**config.mk**
```make
export PLATFORM = sky130hd
export DESIGN_NAME = backlight_pwm_ramp_sharing
export DESIGN_NICKNAME = d
export VERILOG_FILES = /design/src/verilog/backlight_pkg.sv /design/src/verilog/backlight_timebase.sv /design/src/verilog/backlight_channel.sv /design/src/verilog/backlight_pwm_ramp_sharing.sv
export SDC_FILE = /design/constraint.sdc
export NUM_CORES = 1
export LEC_CHECK = 0
export BUFFER_PORTS_ARGS = -buffer_cell sky130_fd_sc_hd__buf_4
export CORE_ASPECT_RATIO = 0.75
export CORE_UTILIZATION = 31
export DETAILED_ROUTE_END_ITERATION = 7
export GPL_TIMING_DRIVEN = 0
export SKIP_LAST_GASP = 1
export SLEW_MARGIN = 5
export SYNTH_ARGS = -nofsm -noshare
export SYNTH_HDL_FRONTEND = slang
export SYNTH_SLANG_ARGS = --single-unit
```
**constraint.sdc**
```tcl
create_clock -name core_clk -period 4.43 [get_ports core_clk]
set_clock_uncertainty 0.2 [all_clocks]
set_input_delay 0.2215 -clock core_clk [delete_from_list [all_inputs] [get_ports core_clk]]
set_output_delay 0.2215 -clock core_clk [all_outputs]
set_load 0.05 [all_outputs]
```
**src/verilog/backlight_pkg.sv**
```systemverilog
`default_nettype none
package backlight_pkg;

	// ****************************************************************
	// Timebase
	// ****************************************************************
	localparam int CLK_HZ          = 125_000_000;
	localparam int PWM_RATE_HZ     = 256;
	localparam int PWM_SLOTS       = 32;
	localparam int RAMP_RATE_HZ    = 64;
	// Rounded down so the frame rate never falls below 256 Hz
	localparam int SLOT_CYCLES     = CLK_HZ / (PWM_RATE_HZ * PWM_SLOTS);
	localparam int FRAMES_PER_RAMP = PWM_RATE_HZ / RAMP_RATE_HZ;

	// ****************************************************************
	// Channels and duty codes
	// ****************************************************************
	localparam int         NUM_CH    = 3;
	localparam int         CH_MAIN   = 0;
	localparam int         CH_AUX    = 1;
	localparam int         CH_KEYPAD = 2;
	localparam logic [5:0] DUTY_OFF  = 6'h00;
	localparam logic [5:0] DUTY_FULL = 6'h20;

	// ****************************************************************
	// Register map
	// ****************************************************************
	localparam logic [7:0] ADDR_MAIN_CFG   = 8'h00;
	localparam logic [7:0] ADDR_AUX_CFG    = 8'h04;
	localparam logic [7:0] ADDR_KEYPAD_CFG = 8'h08;
	localparam logic [7:0] ADDR_STATUS     = 8'h0c;
	localparam int         STAT_EN_BIT     = 6;
	localparam int         STAT_ON_BIT     = 7;
	localparam int         STAT_SHARE_BIT  = 24;
	localparam int         STAT_LOCK_BIT   = 25;
	localparam logic [1:0] RESP_OKAY       = 2'h0;
	localparam logic [1:0] RESP_SLVERR     = 2'h2;

	// Per channel settings; word bits [2:0] level, [3] high range,
	// [4] ramp, [13:8] duty
	typedef struct packed {
		logic [5:0] dutyCode;
		logic       rampEnable;
		logic       highRangeSelect;
		logic [2:0] currentLevelCode;
	} chanCfg_t;

	localparam chanCfg_t CFG_RESET = '0;

endpackage
`default_nettype wire

```
**src/verilog/backlight_timebase.sv**
```systemverilog
`timescale 1ns/10ps
`default_nettype none
module backlight_timebase
	import backlight_pkg::*;
#(
	parameter int HalfCycles = SLOT_CYCLES / 2
) (
	// Clock and reset
	input  wire logic       core_clk,
	input  wire logic       reset_n,
	// Frame position
	output logic [4:0]      slot,
	output logic            secondHalf,
	output logic            rampTick
);

	localparam int CW = (HalfCycles > 1) ? $clog2(HalfCycles) : 1;
	localparam int FW = $clog2(FRAMES_PER_RAMP);

	if (HalfCycles < 2) begin : gChk
		$error("HalfCycles must be at least 2");
	end

	typedef struct packed {
		logic [CW-1:0] cnt;
		logic          half;
		logic [4:0]    slot;
		logic [FW-1:0] frame;
		logic          rampTick;
	} tb_t;

	tb_t s_q;
	tb_t s_d;

	// Half slot divider, 32 slot frame, ramp tick every fourth frame
	always_comb begin
		s_d = s_q;
		s_d.rampTick = 1'b0;
		if (s_q.cnt == CW'(HalfCycles - 1)) begin
			s_d.cnt = '0;
			s_d.half = ~s_q.half;
			if (s_q.half) begin
				s_d.slot = s_q.slot + 5'h01;
				if (s_q.slot == 5'h1f) begin
					s_d.frame = s_q.frame + FW'(1);
					if (s_q.frame == FW'(FRAMES_PER_RAMP - 1)) begin
						s_d.rampTick = 1'b1;
					end
				end
			end
		end else begin
			s_d.cnt = s_q.cnt + CW'(1);
		end
	end

	// State register
	always_ff @(posedge core_clk) begin
		if (!reset_n) begin
			s_q <= '0;
		end else begin
			s_q <= s_d;
		end
	end

	assign slot       = s_q.slot;
	assign secondHalf = s_q.half;
	assign rampTick   = s_q.rampTick;

endmodule // backlight_timebase
`default_nettype wire

```
**src/verilog/backlight_channel.sv**
```systemverilog
`timescale 1ns/10ps
`default_nettype none
module backlight_channel
	import backlight_pkg::*;
(
	// Clock and reset
	input  wire logic       core_clk,
	input  wire logic       reset_n,
	// Timebase
	input  wire logic [4:0] slot,
	input  wire logic       secondHalf,
	input  wire logic       rampTick,
	// Settings
	input  wire logic [5:0] dutyCode,
	input  wire logic       rampEnable,
	// Result
	output logic [5:0]      appliedDuty,
	output logic            pwmOn
);

	typedef struct packed {
		logic [5:0] applied;
		logic       on;
	} ch_t;

	ch_t        s_q;
	ch_t        s_d;
	logic [5:0] target;
	logic [5:0] pos;

	// Ramp toward target, then compare frame position with applied duty
	always_comb begin
		s_d = s_q;
		target = dutyCode[5] ? DUTY_FULL : dutyCode;
		pos = {1'b0, slot};
		if (!rampEnable) begin
			s_d.applied = target;
		end else if (rampTick) begin
			if (s_q.applied < target) begin
				s_d.applied = s_q.applied + 6'h01;
			end else if (s_q.applied > target) begin
				s_d.applied = s_q.applied - 6'h01;
			end
		end
		if (s_q.applied == DUTY_OFF) begin
			s_d.on = 1'b0;
		end else if (s_q.applied >= DUTY_FULL) begin
			s_d.on = 1'b1;
		end else begin
			// Extra half slot covers the string switcher start-up
			s_d.on = (pos < s_q.applied)
				|| (pos == s_q.applied && !secondHalf);
		end
	end

	// State register
	always_ff @(posedge core_clk) begin
		if (!reset_n) begin
			s_q <= '0;
		end else begin
			s_q <= s_d;
		end
	end

	assign appliedDuty = s_q.applied;
	assign pwmOn       = s_q.on;

endmodule // backlight_channel
`default_nettype wire

```
**src/verilog/backlight_pwm_ramp_sharing.sv**
```systemverilog
// Function
// Three channels, each with level and duty
// Sink current is code times 3 or 6 mA
// Duty 0 off, 1..31 of 32, top bit full
// Below full duty, 256 Hz switching frame
// Ramp steps duty by 1/32 each 1/64 s
// Ramp off: new duty applies immediately
// Channel enabled when duty setting nonzero
// At most two driven; all three drives none
// Two enabled channels alternate half the time
// Sharing doubles each active channel's current
// On period lengthened for switcher start-up
// Ticks from own clock; reset clears, outputs off
//
// The register addresses and the AXI4-Lite register port were chosen for this implementation.
`timescale 1ns/10ps
`default_nettype none
module backlight_pwm_ramp_sharing
	import backlight_pkg::*;
#(
	parameter int AddrWidth = 8,
	parameter int SlotCycles = SLOT_CYCLES
) (
	// Clock and reset
	input  wire logic                 core_clk,
	input  wire logic                 reset_n,
	// AXI4-Lite write address
	input  wire logic [AddrWidth-1:0] awaddr,
	input  wire logic                 awvalid,
	output logic                      awready,
	// AXI4-Lite write data
	input  wire logic [31:0]          wdata,
	input  wire logic [3:0]           wstrb,
	input  wire logic                 wvalid,
	output logic                      wready,
	// AXI4-Lite write response
	output logic [1:0]                bresp,
	output logic                      bvalid,
	input  wire logic                 bready,
	// AXI4-Lite read address
	input  wire logic [AddrWidth-1:0] araddr,
	input  wire logic                 arvalid,
	output logic                      arready,
	// AXI4-Lite read data
	output logic [31:0]               rdata,
	output logic [1:0]                rresp,
	output logic                      rvalid,
	input  wire logic                 rready,
	// Current sinks, current in units of 3 mA
	output logic [2:0]                sinkOn,
	output logic [4:0]                mainCurrent,
	output logic [4:0]                auxCurrent,
	output logic [4:0]                keypadCurrent
);

	// ****************************************************************
	// Elaboration checks
	// ****************************************************************
	if (AddrWidth < 4 || AddrWidth > 32) begin : gChkAddr
		$error("AddrWidth must be 4 to 32");
	end
	if (SlotCycles < 4) begin : gChkSlot
		$error("SlotCycles must be at least 4");
	end

	// ****************************************************************
	// State
	// ****************************************************************
	localparam logic [2:0] IDX_STATUS   = 3'd3;
	localparam logic [2:0] IDX_UNMAPPED = 3'd4;

	typedef struct packed {
		logic                 awReady;
		logic                 awHeld;
		logic [AddrWidth-1:0] awAddr;
		logic                 wReady;
		logic                 wHeld;
		logic [31:0]          wData;
		logic [3:0]           wStrb;
		logic                 bValid;
		logic [1:0]           bResp;
		logic                 arReady;
		logic                 rValid;
		logic [31:0]          rData;
		logic [1:0]           rResp;
		chanCfg_t [2:0]       cfg;
		logic [2:0]           sinkOn;
		logic [2:0][4:0]      current;
	} top_t;

	top_t       s_q;
	top_t       s_d;

	// Timebase and channel results
	logic [4:0] slot;
	logic       secondHalf;
	logic       rampTick;
	logic [5:0] appliedDuty [NUM_CH];
	logic       pwmOn [NUM_CH];

	// Arbitration terms
	logic [2:0] enabledSet;
	logic [1:0] enabledCount;
	logic       sharing;
	logic       lockout;
	logic [2:0] firstEnabled;
	logic [2:0] ownsPhase;
	logic [2:0] wrIdx;
	logic [2:0] rdIdx;

	// ****************************************************************
	// Helper functions
	// ****************************************************************

	// Register index of a byte address; low two bits ignored
	function automatic logic [2:0] regIndex(
		input logic [AddrWidth-1:0] addr
	);
		logic [31:0] a;
		// Widen first so any address width decodes the same map
		a = 32'(addr) & 32'hffff_fffc;
		case (a)
			32'(ADDR_MAIN_CFG):   regIndex = 3'(CH_MAIN);
			32'(ADDR_AUX_CFG):    regIndex = 3'(CH_AUX);
			32'(ADDR_KEYPAD_CFG): regIndex = 3'(CH_KEYPAD);
			32'(ADDR_STATUS):     regIndex = IDX_STATUS;
			default:              regIndex = IDX_UNMAPPED;
		endcase
	endfunction

	// Settings word as software sees it
	function automatic logic [31:0] cfgWord(input chanCfg_t c);
		cfgWord = {18'h00000, c.dutyCode, 3'h0, c.rampEnable,
			c.highRangeSelect, c.currentLevelCode};
	endfunction

	// Byte-lane merge of a write into a settings register
	function automatic chanCfg_t cfgMerge(
		input chanCfg_t    c,
		input logic [31:0] d,
		input logic [3:0]  strb
	);
		cfgMerge = c;
		if (strb[0]) begin
			cfgMerge.currentLevelCode = d[2:0];
			cfgMerge.highRangeSelect  = d[3];
			cfgMerge.rampEnable       = d[4];
		end
		if (strb[1]) begin
			cfgMerge.dutyCode = d[13:8];
		end
	endfunction

	// Sink current in 3 mA units: code, doubled per range and sharing
	function automatic logic [4:0] currentUnits(
		input logic [2:0] level,
		input logic       hi,
		input logic       dbl
	);
		logic [4:0] base;
		base = {2'b00, level};
		currentUnits = base << ({1'b0, hi} + {1'b0, dbl});
	endfunction

	// ****************************************************************
	// Timebase and channels
	// ****************************************************************
	backlight_timebase #(
		.HalfCycles (SlotCycles / 2)
	) uTimebase (
		.core_clk   (core_clk),
		.reset_n    (reset_n),
		.slot       (slot),
		.secondHalf (secondHalf),
		.rampTick   (rampTick)
	);

	for (genvar i = 0; i < NUM_CH; i++) begin : gCh
		backlight_channel uChannel (
			.core_clk    (core_clk),
			.reset_n     (reset_n),
			.slot        (slot),
			.secondHalf  (secondHalf),
			.rampTick    (rampTick),
			.dutyCode    (s_q.cfg[i].dutyCode),
			.rampEnable  (s_q.cfg[i].rampEnable),
			.appliedDuty (appliedDuty[i]),
			.pwmOn       (pwmOn[i])
		);
	end

	// ****************************************************************
	// Arbitration
	// ****************************************************************

	// Enable follows the written setting, not the ramped duty
	always_comb begin
		for (int i = 0; i < NUM_CH; i++) begin
			enabledSet[i] = (s_q.cfg[i].dutyCode != DUTY_OFF);
		end
		enabledCount = 2'({1'b0, enabledSet[0]}
			+ {1'b0, enabledSet[1]} + {1'b0, enabledSet[2]});
		lockout = (enabledCount == 2'd3);
		sharing = (enabledCount == 2'd2);
		firstEnabled = enabledSet & ~(enabledSet - 3'b001);
		// Lower enabled channel owns first halves, the other second
		for (int i = 0; i < NUM_CH; i++) begin
			ownsPhase[i] = !sharing
				|| (firstEnabled[i] ? !secondHalf : secondHalf);
		end
	end

	// ****************************************************************
	// Bus slave and output logic
	// ****************************************************************
	always_comb begin
		s_d = s_q;
		wrIdx = regIndex(s_q.awAddr);
		rdIdx = regIndex(araddr);

		// Write address and data, taken in either order
		if (awvalid && s_q.awReady) begin
			s_d.awAddr  = awaddr;
			s_d.awHeld  = 1'b1;
			s_d.awReady = 1'b0;
		end
		if (wvalid && s_q.wReady) begin
			s_d.wData  = wdata;
			s_d.wStrb  = wstrb;
			s_d.wHeld  = 1'b1;
			s_d.wReady = 1'b0;
		end

		// Both halves held: update the register and answer
		if (s_q.awHeld && s_q.wHeld && !s_q.bValid) begin
			s_d.awHeld = 1'b0;
			s_d.wHeld  = 1'b0;
			s_d.bValid = 1'b1;
			s_d.bResp  = RESP_OKAY;
			if (wrIdx < 3'(NUM_CH)) begin
				s_d.cfg[wrIdx] = cfgMerge(s_q.cfg[wrIdx],
					s_q.wData, s_q.wStrb);
			end else if (wrIdx == IDX_UNMAPPED) begin
				s_d.bResp = RESP_SLVERR;
			end
		end
		if (s_q.bValid && bready) begin
			s_d.bValid  = 1'b0;
			s_d.awReady = 1'b1;
			s_d.wReady  = 1'b1;
		end

		// Read: data sampled at the edge the address is taken
		if (arvalid && s_q.arReady) begin
			s_d.arReady = 1'b0;
			s_d.rValid  = 1'b1;
			s_d.rResp   = RESP_OKAY;
			s_d.rData   = 32'h00000000;
			if (rdIdx < 3'(NUM_CH)) begin
				s_d.rData = cfgWord(s_q.cfg[rdIdx]);
			end else if (rdIdx == IDX_STATUS) begin
				for (int i = 0; i < NUM_CH; i++) begin
					s_d.rData[i*8 +: 6]          = appliedDuty[i];
					s_d.rData[i*8 + STAT_EN_BIT] = enabledSet[i];
					s_d.rData[i*8 + STAT_ON_BIT] = s_q.sinkOn[i];
				end
				s_d.rData[STAT_SHARE_BIT] = sharing;
				s_d.rData[STAT_LOCK_BIT]  = lockout;
			end else begin
				s_d.rResp = RESP_SLVERR;
			end
		end
		if (s_q.rValid && rready) begin
			s_d.rValid  = 1'b0;
			s_d.arReady = 1'b1;
		end

		// Sink gates and currents; all off under lockout
		for (int i = 0; i < NUM_CH; i++) begin
			s_d.sinkOn[i] = enabledSet[i] && !lockout
				&& pwmOn[i] && ownsPhase[i];
			s_d.current[i] = s_d.sinkOn[i]
				? currentUnits(s_q.cfg[i].currentLevelCode,
					s_q.cfg[i].highRangeSelect, sharing)
				: 5'h00;
		end
	end

	// State register; sinks off and bus idle after reset
	always_ff @(posedge core_clk) begin
		if (!reset_n) begin
			s_q         <= '0;
			s_q.awReady <= 1'b1;
			s_q.wReady  <= 1'b1;
			s_q.arReady <= 1'b1;
		end else begin
			s_q <= s_d;
		end
	end

	// ****************************************************************
	// Outputs
	// ****************************************************************
	assign awready       = s_q.awReady;
	assign wready        = s_q.wReady;
	assign bvalid        = s_q.bValid;
	assign bresp         = s_q.bResp;
	assign arready       = s_q.arReady;
	assign rvalid        = s_q.rValid;
	assign rdata         = s_q.rData;
	assign rresp         = s_q.rResp;
	assign sinkOn        = s_q.sinkOn;
	assign mainCurrent   = s_q.current[CH_MAIN];
	assign auxCurrent    = s_q.current[CH_AUX];
	assign keypadCurrent = s_q.current[CH_KEYPAD];

endmodule // backlight_pwm_ramp_sharing
`default_nettype wire

```
==> run_results.csv, run 1 <==
group,metric,value,unit
run_status,outcome,"complete, no violations",
clock_tree,h-tree-depth,4,
setup_path,crit_type,"reg2reg",
grt,grt_use_total,17.2,%
yosys,synth_seq_cells,148,
sta,tns,0,ns
pwr,peakVddDrop,0.218,mV
finish,multi_input_area,4710,um2
clock_tree,cts_resized,0,
place,dpl_cell_area,9430,um2
finish,antennaDiodeCount,0,
clock_tree,ctsHoldBuffers,31,
grt,grt_pass1_vias,6705,
pwr,powerDensity,313,nW/um2
hold_path,min_path_type,"in2reg",
clock_tree,cts-buffers-inserted,17,
grt,antenna_found_initial,0,
die,ioPinCount,118,
yosys,async_reset_ff_share,0,%
detailed_routing,drt_iter0_drc,445,
grt,grt_overflow,0,
job,cap_viol_max_count,0,
sta,rsz0062_at_grt,"no",
sta,timing.fmax,268,MHz
setup_path,cp-end-kind,"register",
place,gp_congestion,0.852,
detailed_routing,wire_per_inst,16.0,um
detailed_routing,dr.pass1.iters,5,
detailed_routing,dr_total_vias,7163,
yosys,ys_seq_area_share,35.4,%
sta,hold_viol_final,0,
clock_tree,cts_tree,"built",
grt,grt_pass1_wl,36500,um
clock_tree,cts-root-buf,"clkbuf_16",
yosys,synth_edf_count,0,
die,die_w,192,um
die,core_area,26200,um2
finish,n_fill_cell,2616,
sta,setup_violations,0,
sta,post-route-period-util,84.2,%
yosys,syn_area,8370,um2
setup_path,crit_arrival,3.89,ns
die,die_y,144,um
clock_tree,clk_pin_slew_worst_paths,0.07,ns
setup_path,required,4.59,ns
clock_tree,cts_setup_buffers,0,
pwr,leakagePower,4.41,nW
sta,max_slew_margin,51.3,%
setup_path,cp_max_fo,7,
clock_tree,worst_skew_pair.late_latency,0.43,ns
detailed_routing,drc_errors,0,
place,post-dp-hpwl,17100,um
finish,area_delta_synth_final,23.3,%
grt,grt_max_degree,17,
sta,fin_crit,3.73,ns
detailed_routing,ant_nets,0,
sta,maxSlewViolCount,0,
detailed_routing,routed_via_density,4.96,
finish,final_nets,1204,
finish,drive_above_1_share,19.9,%
finish,fin_area,10300,um2
clock_tree,clock-sinks,148,
die,dieArea,27700,um2
pwr,fin_total_pwr,3.23,mW
sta,worst_slack,0.699,ns
yosys,synth_warnings,0,
finish,regArea,2960,um2
yosys,synthCells,951,
clock_tree,clock_path_buffers,2,
setup_path,worst_setup_path_start_kind,"register",
die,start_util,31.9,%
detailed_routing,wl,23100,um
yosys,ys_types,66,
place,dp_worst_setup_slack,0.771,ns
sta,timing_worst_slew_pin_value,0.731,ns
yosys,avgSynthCellArea,8.80,um2
place,port_buffers,80,
die,num_rows,51,
yosys,synth_flop_cell,"dfxtp_1",
-- report_power, final --
| part | switching [mW] | internal [mW] | leakage (nW) |
|---|---|---|---|
| combinational | 0.230 | 0.160 | 2.93 |
| sequential | 0.0324 | 1.36 | 1.20 |
| clock | 0.638 | 0.806 | 0.284 |
-- cell usage in the layout, fill, tap and decap left out, drive strengths merged, types with 4 or more instances in the layout --
| cell type | instances |
|---|---|
| nor2b | 14 |
| dlygate4sd3 | 31 |
| mux2i | 22 |
| xnor2 | 14 |
| nand4 | 17 |
| dfxtp | 148 |
| a31oi | 34 |
| ha | 53 |
| nand2 | 121 |
| conb | 8 |
| a211oi | 8 |
| nor4b | 4 |
| o21a | 4 |
| mux2 | 15 |
| and2 | 11 |
| nor3b | 7 |
| nand3 | 30 |
| a21boi | 38 |
| xor2 | 15 |
| fa | 4 |
| nor4 | 9 |
| and3 | 6 |
| o311a | 4 |
| o211a | 13 |
| nand2b | 14 |
| clkbuf | 51 |
| a21oi | 32 |
| buf | 145 |
| or2 | 11 |
| a21o | 8 |
| a22oi | 12 |
| o21ai | 66 |
| a221oi | 11 |
| inv | 38 |
| nor2 | 48 |
| nor3 | 11 |
-- synth_stat cells, types with 8 or more instances --
cell      instances  area share, %
buf_4            54            4.8
mux2i_1          22            2.6
mux2_4            9            1.6
xor2_1           15            1.6
nor3_1           10           0.60
o21ai_1          19            1.1
ha_1             53            7.9
nor2_1           47            2.1
xnor2_1          14            1.5
dfxtp_1         148             35
a31oi_1          34            2.5
a21oi_1          32            1.9
a21boi_0         21            1.9
a21o_1            8           0.72
o211a_1          13            1.6
inv_1            29            1.3
nand2_1         119            5.3
nor2b_1          14            1.0
clkbuf_1         31            1.4
nand4_1          16            1.2
a22oi_2           9            1.3
nand3_1          29            1.7
and2_1           10           0.75
o21ai_0          47            2.8
a221oi_1         11            1.2
a21boi_1         17            1.5
or2_1            11           0.82
nand2b_1         14            1.0
-- worst max-delay path, cell delays in order, from the launching register on --
cell and delay (ns):
dfxtp_1 0.39, inv_1 0.22, nand2_1 0.12, ha_1 0.31
nand4_1 0.16, o211ai_1 0.60, ha_1 0.37, a211oi_1 0.32
o21bai_1 0.13, a21oi_1 0.18, xor2_1 0.11, or3_1 0.37
a31oi_1 0.16
-- final timing paths --
kind | from | end | slack, ns | depth (start not counted)
min | araddr[3] | rdata[0]$_SDFFE_PN0P_ | 0.03 | 4
min reg2reg | rdata[5]$_SDFFE_PN0P_ | rdata[5]$_SDFFE_PN0P_ | 0.25 | 2
max | s_q[39]$_SDFFE_PN0P_ | gCh[1].uChannel.appliedDuty[5]$_SDFFE_PN0P_ | 0.70 | 12
max reg2reg | s_q[39]$_SDFFE_PN0P_ | gCh[1].uChannel.appliedDuty[5]$_SDFFE_PN0P_ | 0.70 | 12
-- cells by family after synthesis --
| group | Yosys count | synth area share [%] |
|---|---|---|
| AOI/OAI and AO/OA | 241 | 20.2 |
| and+or+nand+nor | 310 | 18.7 |
| buffers and inverters | 128 | 8.64 |
| other | 1 | 0.0448 |
| muxes | 37 | 5.05 |
| adders and majority gates | 57 | 8.88 |
| DFF | 148 | 35.4 |
| xor gates and xnor gates | 29 | 3.03 |
-- final cells by class --
class                   instances  area share [%]
plain buffers                  98            5.92
clock buffers                  18            4.26
clock inverters                14            1.37
inverters                      30            1.09
multi-input cells             682            45.7
flip-flops and latches        148            28.7
well taps                     344            4.17
repair buffers                111            8.83
-- metal layers --
layer  wire [um]  up-vias  global-route usage [%]
met1       11600     3359                    24.5
li1            -     3608                       -
met5           0        -                       0
met2        9920      177                    25.7
met4         261        0                    5.05
met3        1300       19                    3.57
-- sequential cells by signal (all words and copies together), names as in the netlist, 3 cells and up --
name	flops
s_q	54
gCh.uChannel.pwmOn	3
mainCurrent	5
sinkOn	3
keypadCurrent	5
uTimebase.slot	5
uTimebase.s_q	15
rdata	26
auxCurrent	5
gCh.uChannel.appliedDuty	18
-- per-stage QoR --
stage	util [%]	std cells	hold slack, ns
floorplan	-	958	0.122
global placement	35.9	1382	0.222
detailed placement	35.9	1382	0.243
CTS	39.3	1445	0.0187
global route	39.3	1445	0.0366
finish	39.3	1445	0.0322
No activity file was read; power rests on OpenSTA's default activity.
==> inputs of run 2 (changes only) <==
Clock period 4.43 ns to 3.25 ns, I/O delays scaled along.
==> run 2 against run 1 <==
Compared with the run above: routed wire length increased by 1.4%; combinational power up 44%; largest cell class unchanged; utilization increased by 0.71 points.
==> run_results.csv, run 2 (synthesized netlist as in run 1, its figures left out) <==
group,metric,value,unit
run_status,outcome,"complete, no violations",
clock_tree,cts-root-buf,"clkbuf_16",
sta,rsz0062_at_grt,"yes",
finish,fin_area,10500,um2
finish,instances_no_fill,1456,
detailed_routing,dr.pass1.iters,4,
grt,grt_pass1_vias,6759,
setup_path,path_cells,"inv_4 > nand2_1 > ha_1 > a21o_1 > nand3_1 > o211ai_1 > buf_4 > buf_4 > ha_1 > o21ai_2 > o21bai_1 > a21oi_1 > xor2_1 > or3_1 > a31oi_1",
grt,grt_use_total,17.2,%
pwr,powerDensity,421,nW/um2
hold_path,hold_path_end,"s_q[48]$_SDFFE_PN0P_",
die,core_area,26200,um2
detailed_routing,wl_met3,1170,um
place,post-dp-hpwl,17100,um
sta,hold_viol_final,0,
sta,fin_crit,3.13,ns
finish,antennaDiodeCount,0,
setup_path,r2r-start,"s_q[39]$_SDFFE_PN0P_",
grt,antenna_found_initial,0,
detailed_routing,top_layer,"met4",
sta,max_slew_margin,51.0,%
finish,final_cell_mix,"buf_4 (142), dfxtp_1 (141), nand2_1 (116), ha_1 (52), nor2_1 (47)",
detailed_routing,wl_met2,10100,um
die,die_w,192,um
die,start_util,31.9,%
sta,holdWs,0.121,ns
die,die_y,144,um
sta,timing.fmax,319,MHz
clock_tree,clock-sinks,148,
sta,setup_violations,0,
sta,maxSlewViolCount,0,
setup_path,cp-end-kind,"register",
setup_path,crit_arrival,3.29,ns
finish,top_register,"s_q",
clock_tree,cts-buffers-inserted,17,
detailed_routing,drt_iter0_drc,471,
detailed_routing,wire_per_inst,16.1,um
detailed_routing,routed_via_density,5.01,
sta,tns,0,ns
setup_path,r2r-end,"gCh[1].uChannel.appliedDuty[5]$_SDFFE_PN0P_",
clock_tree,worst_skew_pair.late_latency,0.43,ns
detailed_routing,dr_total_vias,7290,
job,cap_viol_max_count,0,
die,ioPinCount,118,
grt,grt_pass1_wl,36700,um
finish,final_nets,1215,
pwr,leakagePower,4.47,nW
detailed_routing,drc_errors,0,
hold_path,min_path_type,"in2reg",
detailed_routing,wl,23500,um
finish,n_fill_cell,2613,
setup_path,crit_type,"reg2reg",
grt,grt_max_degree,17,
clock_tree,cts_tree,"built",
sta,post-route-period-util,96.4,%
setup_path,required,3.41,ns
die,num_rows,51,
place,gp_congestion,0.852,
hold_path,min_path_cells,3,
grt,grt_overflow,0,
detailed_routing,ant_nets,0,
setup_path,rrSetupSlack,0.12,ns
clock_tree,clk_pin_slew_worst_paths,0.07,ns
clock_tree,h-tree-depth,4,
die,dieArea,27700,um2
setup_path,worst_setup_path_start_kind,"register",
place,placed_cells,1382,
clock_tree,clock_path_buffers,2,
place,dpl_cell_area,9430,um2
finish,final_common_cell,"buf_4",
hold_path,min-delay-start,"reset_n",
finish,drive_above_1_share,22.8,%
detailed_routing,met1Wirelength,11900,um
setup_path,reg2reg_depth,15,
place,port_buffers,80,
sta,timing_worst_slew_pin_value,0.734,ns
setup_path,critPathMaxStageDelay,0.38,ns
finish,largest_register_ffs,54,
finish,area_delta_synth_final,25.5,%
setup_path,crit_slowest_cell,"dfxtp_4",
setup_path,cp_max_fo,7,
pwr,peakVddDrop,0.283,mV
-- run 2: cell types whose count changed in the layout (fill, tap and decap cells not counted), sizes merged --
cell,previous run,this run
buf,145,153
dlygate4sd3,31,34
-- run 2: power breakdown --
group          total [mW]  internal [mW]  switching (mW)
clock                1.97           1.10           0.866
combinational       0.561          0.237           0.324
sequential           1.90           1.86          0.0442
total                4.43           3.19            1.23
-- run 2: cell type report --
class,count,area (um2),area share (%)
buffer,98,611,5.81
clock buffer,18,439,4.18
clock inverter,14,141,1.35
inverter,30,115,1.10
multi-input combinational,682,4790,45.6
sequential,148,2980,28.3
tap,344,430,4.10
timing repair buffer,122,1000,9.53
-- run 2: through the flow --
stage	utilization [%]	setup slack [ns]	power (mW)
after detailed placement	35.9	-0.409	2.44
after floorplan	-	0.102	2.29
after global routing	40.1	-0.0599	4.60
after CTS	39.6	-0.173	4.44
after global placement	35.9	-0.378	2.43
final	40.1	0.116	4.43
-- run 2: how the worst max path moves through the flow --
stage / from / end / slack [ns] / cells past startpoint
6_report: s_q[39]$_SDFFE_PN0P_ / gCh[1].uChannel.appliedDuty[5]$_SDFFE_PN0P_ / 0.12 / 15
4_1_cts: s_q[39]$_SDFFE_PN0P_ / gCh[1].uChannel.appliedDuty[5]$_SDFFE_PN0P_ / -0.17 / 13
3_5_place_dp: s_q[39]$_SDFFE_PN0P_ / gCh[1].uChannel.appliedDuty[5]$_SDFFE_PN0P_ / -0.41 / 12
2_1_floorplan: s_q[39]$_SDFFE_PN0P_ / gCh[1].uChannel.appliedDuty[5]$_SDFFE_PN0P_ / 0.10 / 12
3_3_place_gp: s_q[39]$_SDFFE_PN0P_ / gCh[1].uChannel.appliedDuty[5]$_SDFFE_PN0P_ / -0.38 / 12
5_1_grt: gCh[1].uChannel.appliedDuty[0]$_SDFFE_PN0P_ / gCh[1].uChannel.appliedDuty[5]$_SDFFE_PN0P_ / -0.06 / 13
-- run 2: metal layers --
layer,up-vias,global-route usage [%]
met5,-,0
met4,0,5.76
met3,26,3.08
met2,194,25.9
met1,3439,24.6
li1,3631,-
-- run 2: repair_timing --
action	CTS	global route
endpoints found under the setup margin	15	13
pin swaps	3	14
gates resized for setup	5	30
endpoints found under the hold margin	27	0
hold buffers	34	0
setup buffers	4	4
-- run 2: worst max-delay path, delay by kind of cell, from the launching register on --
kind,cells,cell delay [ns]
buf+inv,3,0.40
xor+xnor,1,0.16
fa+ha+maj,2,0.63
flops,1,0.38
compound gates,6,0.76
simple gates,3,0.52
==> inputs of run 3 (changes only) <==
Settings changed: GPL_TIMING_DRIVEN 0 to not set, PLACE_DENSITY set to 0.47.
==> run 3 against run 2 <==
Compared with the run above: setup slack improved by 0.039 ns; clock-buffer cell count grew 3; via count decreased by 4.3%; combinational power down 4.6%; first-iteration DRC count shrank 8.3%; largest cell class unchanged.
==> run_results.csv, run 3 (synthesized netlist as in run 1, its figures left out) <==
group,metric,value,unit
clock_tree,cts_tree,"built",
sta,post-route-period-util,95.2,%
setup_path,r2r-start,"s_q[39]$_SDFFE_PN0P_",
hold_path,hold_path_end,"rdata[24]$_SDFFE_PN0P_",
finish,final_common_cell,"dfxtp_1",
sta,tns,0,ns
setup_path,rrSetupSlack,0.15,ns
sta,hold_viol_final,0,
sta,max_slew_margin,37.5,%
die,ioPinCount,118,
finish,n_fill_cell,2646,
sta,setup_violations,0,
detailed_routing,wire_per_inst,16.2,um
pwr,powerDensity,441,nW/um2
clock_tree,clock-sinks,148,
finish,final_cell_mix,"dfxtp_1 (144), buf_4 (139), nand2_1 (119), ha_1 (53), nor2_1 (47)",
finish,drive_above_1_share,21.4,%
grt,grt_pass1_wl,35900,um
pwr,peakVddDrop,0.318,mV
grt,grt_pass1_vias,6396,
finish,top_register,"s_q",
setup_path,cp_max_fo,6,
clock_tree,clock_path_buffers,2,
setup_path,crit_arrival,3.22,ns
hold_path,min_path_cells,2,
place,port_buffers,82,
setup_path,worst_setup_path_start_kind,"register",
grt,antenna_found_initial,0,
setup_path,cp-end-kind,"register",
die,core_area,26200,um2
setup_path,r2r-end,"gCh[1].uChannel.appliedDuty[4]$_SDFFE_PN0P_",
sta,rsz0062_at_grt,"yes",
sta,timing.fmax,323,MHz
finish,largest_register_ffs,54,
detailed_routing,drt_iter0_drc,432,
setup_path,critPathMaxStageDelay,0.40,ns
setup_path,required,3.37,ns
detailed_routing,ant_nets,0,
finish,area_delta_synth_final,22.2,%
hold_path,min_path_type,"reg2reg",
finish,final_nets,1164,
detailed_routing,wl,22800,um
setup_path,path_cells,"inv_2 > nand2_1 > ha_1 > a21o_1 > nand3_1 > o211ai_1 > buf_4 > buf_4 > fa_1 > a21o_1 > a21oi_1 > xor2_1 > nor2_1 > a21oi_1 > o21ai_1",
setup_path,crit_type,"reg2reg",
finish,antennaDiodeCount,0,
pwr,leakagePower,4.36,nW
hold_path,min-delay-start,"rdata[24]$_SDFFE_PN0P_",
grt,grt_overflow,0,
place,gp_congestion,0.810,
clock_tree,worst_skew_pair.late_latency,0.43,ns
run_status,outcome,"complete, no violations",
grt,grt_max_degree,63,
sta,fin_crit,3.10,ns
grt,grt_use_total,16.9,%
detailed_routing,routed_via_density,4.97,
place,dpl_cell_area,9260,um2
detailed_routing,dr.pass1.iters,5,
sta,timing_worst_slew_pin_value,0.938,ns
place,post-dp-hpwl,16600,um
die,dieArea,27700,um2
place,dp_worst_setup_slack,-0.0465,ns
detailed_routing,drc_errors,0,
setup_path,reg2reg_depth,15,
setup_path,crit_slowest_cell,"fa_1",
clock_tree,cts-buffers-inserted,17,
clock_tree,clk_pin_slew_worst_paths,0.06,ns
die,die_y,144,um
finish,fin_area,10200,um2
die,start_util,31.9,%
sta,maxSlewViolCount,0,
die,num_rows,51,
die,die_w,192,um
clock_tree,cts-root-buf,"clkbuf_16",
job,cap_viol_max_count,0,
sta,worst_slack,0.155,ns
clock_tree,h-tree-depth,4,
detailed_routing,dr_total_vias,6978,
[run 3: changes by cell type in the layout (fill, tap and decap cells not counted), moves of 4 or more]
cell           before  now
buf_6               4    0
clkbuf_1           31    2
dlygate4sd3_1      34   29
buf_2               6    0
[run 3: report_power, final]
group          internal, mW  total (mW)  switching [mW]
registers              1.86        1.90          0.0441
clock network          1.25        2.07           0.817
logic                 0.226       0.535           0.309
total                  3.34        4.51            1.17
[run 3: metal layers]
metal  up-vias  routed length [um]  global-route usage, %
met5         -                   0                      0
met4         0                 198                   4.26
met3        16                 936                   2.77
li1       3525                   -                      -
met1      3301               12300                   26.0
met2       136                9310                   23.7
[run 3: repair_timing]
action / CTS / global route
pin swaps: 1 / 6
cloned: 0 / 0
gates resized for setup: 3 / 14
hold buffers: 29 / 0
hold endpoints to repair: 49 / 0
setup endpoints to repair: 2 / 5
buffers inserted: 0 / 4
[run 3: layout make-up]
| class | instances | area (um2) | share of cell area [%] |
|---|---|---|---|
| Inverter | 30 | 113 | 1.10 |
| Timing Repair Buffer | 169 | 1350 | 13.2 |
| Multi-Input combinational cell | 682 | 4750 | 46.5 |
| Sequential cell | 148 | 2970 | 29.0 |
| Clock inverter | 11 | 150 | 1.47 |
| Clock buffer | 21 | 460 | 4.50 |
| Tap cell | 344 | 430 | 4.21 |
[run 3: stage by stage]
stage               hold slack (ns)  instances  util, %  power (mW)
detailed placement            0.170       1340     35.3        2.44
global placement              0.168       1340     35.3        2.44
floorplan                    0.0629        958        -        2.29
global route                  0.280       1405     39.0        4.70
CTS                           0.244       1401     38.8        4.56
finish                        0.248       1405     39.0        4.51
[run 3: worst max path at each step]
stage | from | to | slack [ns] | cells past startpoint
finish | s_q[39]$_SDFFE_PN0P_ | gCh[1].uChannel.appliedDuty[4]$_SDFFE_PN0P_ | 0.15 | 15
global route | s_q[39]$_SDFFE_PN0P_ | gCh[1].uChannel.appliedDuty[5]$_SDFFE_PN0P_ | -0.04 | 13
CTS | s_q[49]$_SDFFE_PN0P_ | gCh[2].uChannel.appliedDuty[4]$_SDFFE_PN0P_ | 0.04 | 13
detailed placement | s_q[39]$_SDFFE_PN0P_ | gCh[1].uChannel.appliedDuty[5]$_SDFFE_PN0P_ | -0.05 | 13
global placement | s_q[39]$_SDFFE_PN0P_ | gCh[1].uChannel.appliedDuty[5]$_SDFFE_PN0P_ | -0.01 | 13
floorplan | s_q[39]$_SDFFE_PN0P_ | gCh[1].uChannel.appliedDuty[5]$_SDFFE_PN0P_ | 0.10 | 12
[run 3: critical path, delay by kind of cell (launching register included)]
family / cells / cell delay [ns]
AOI/OAI and AO/OA: 6 / 0.95
DFF: 1 / 0.31
adders and majority gates: 2 / 0.69
buffers and inverters: 3 / 0.43
and+or+nand+nor: 3 / 0.24
xor gates and xnor gates: 1 / 0.16
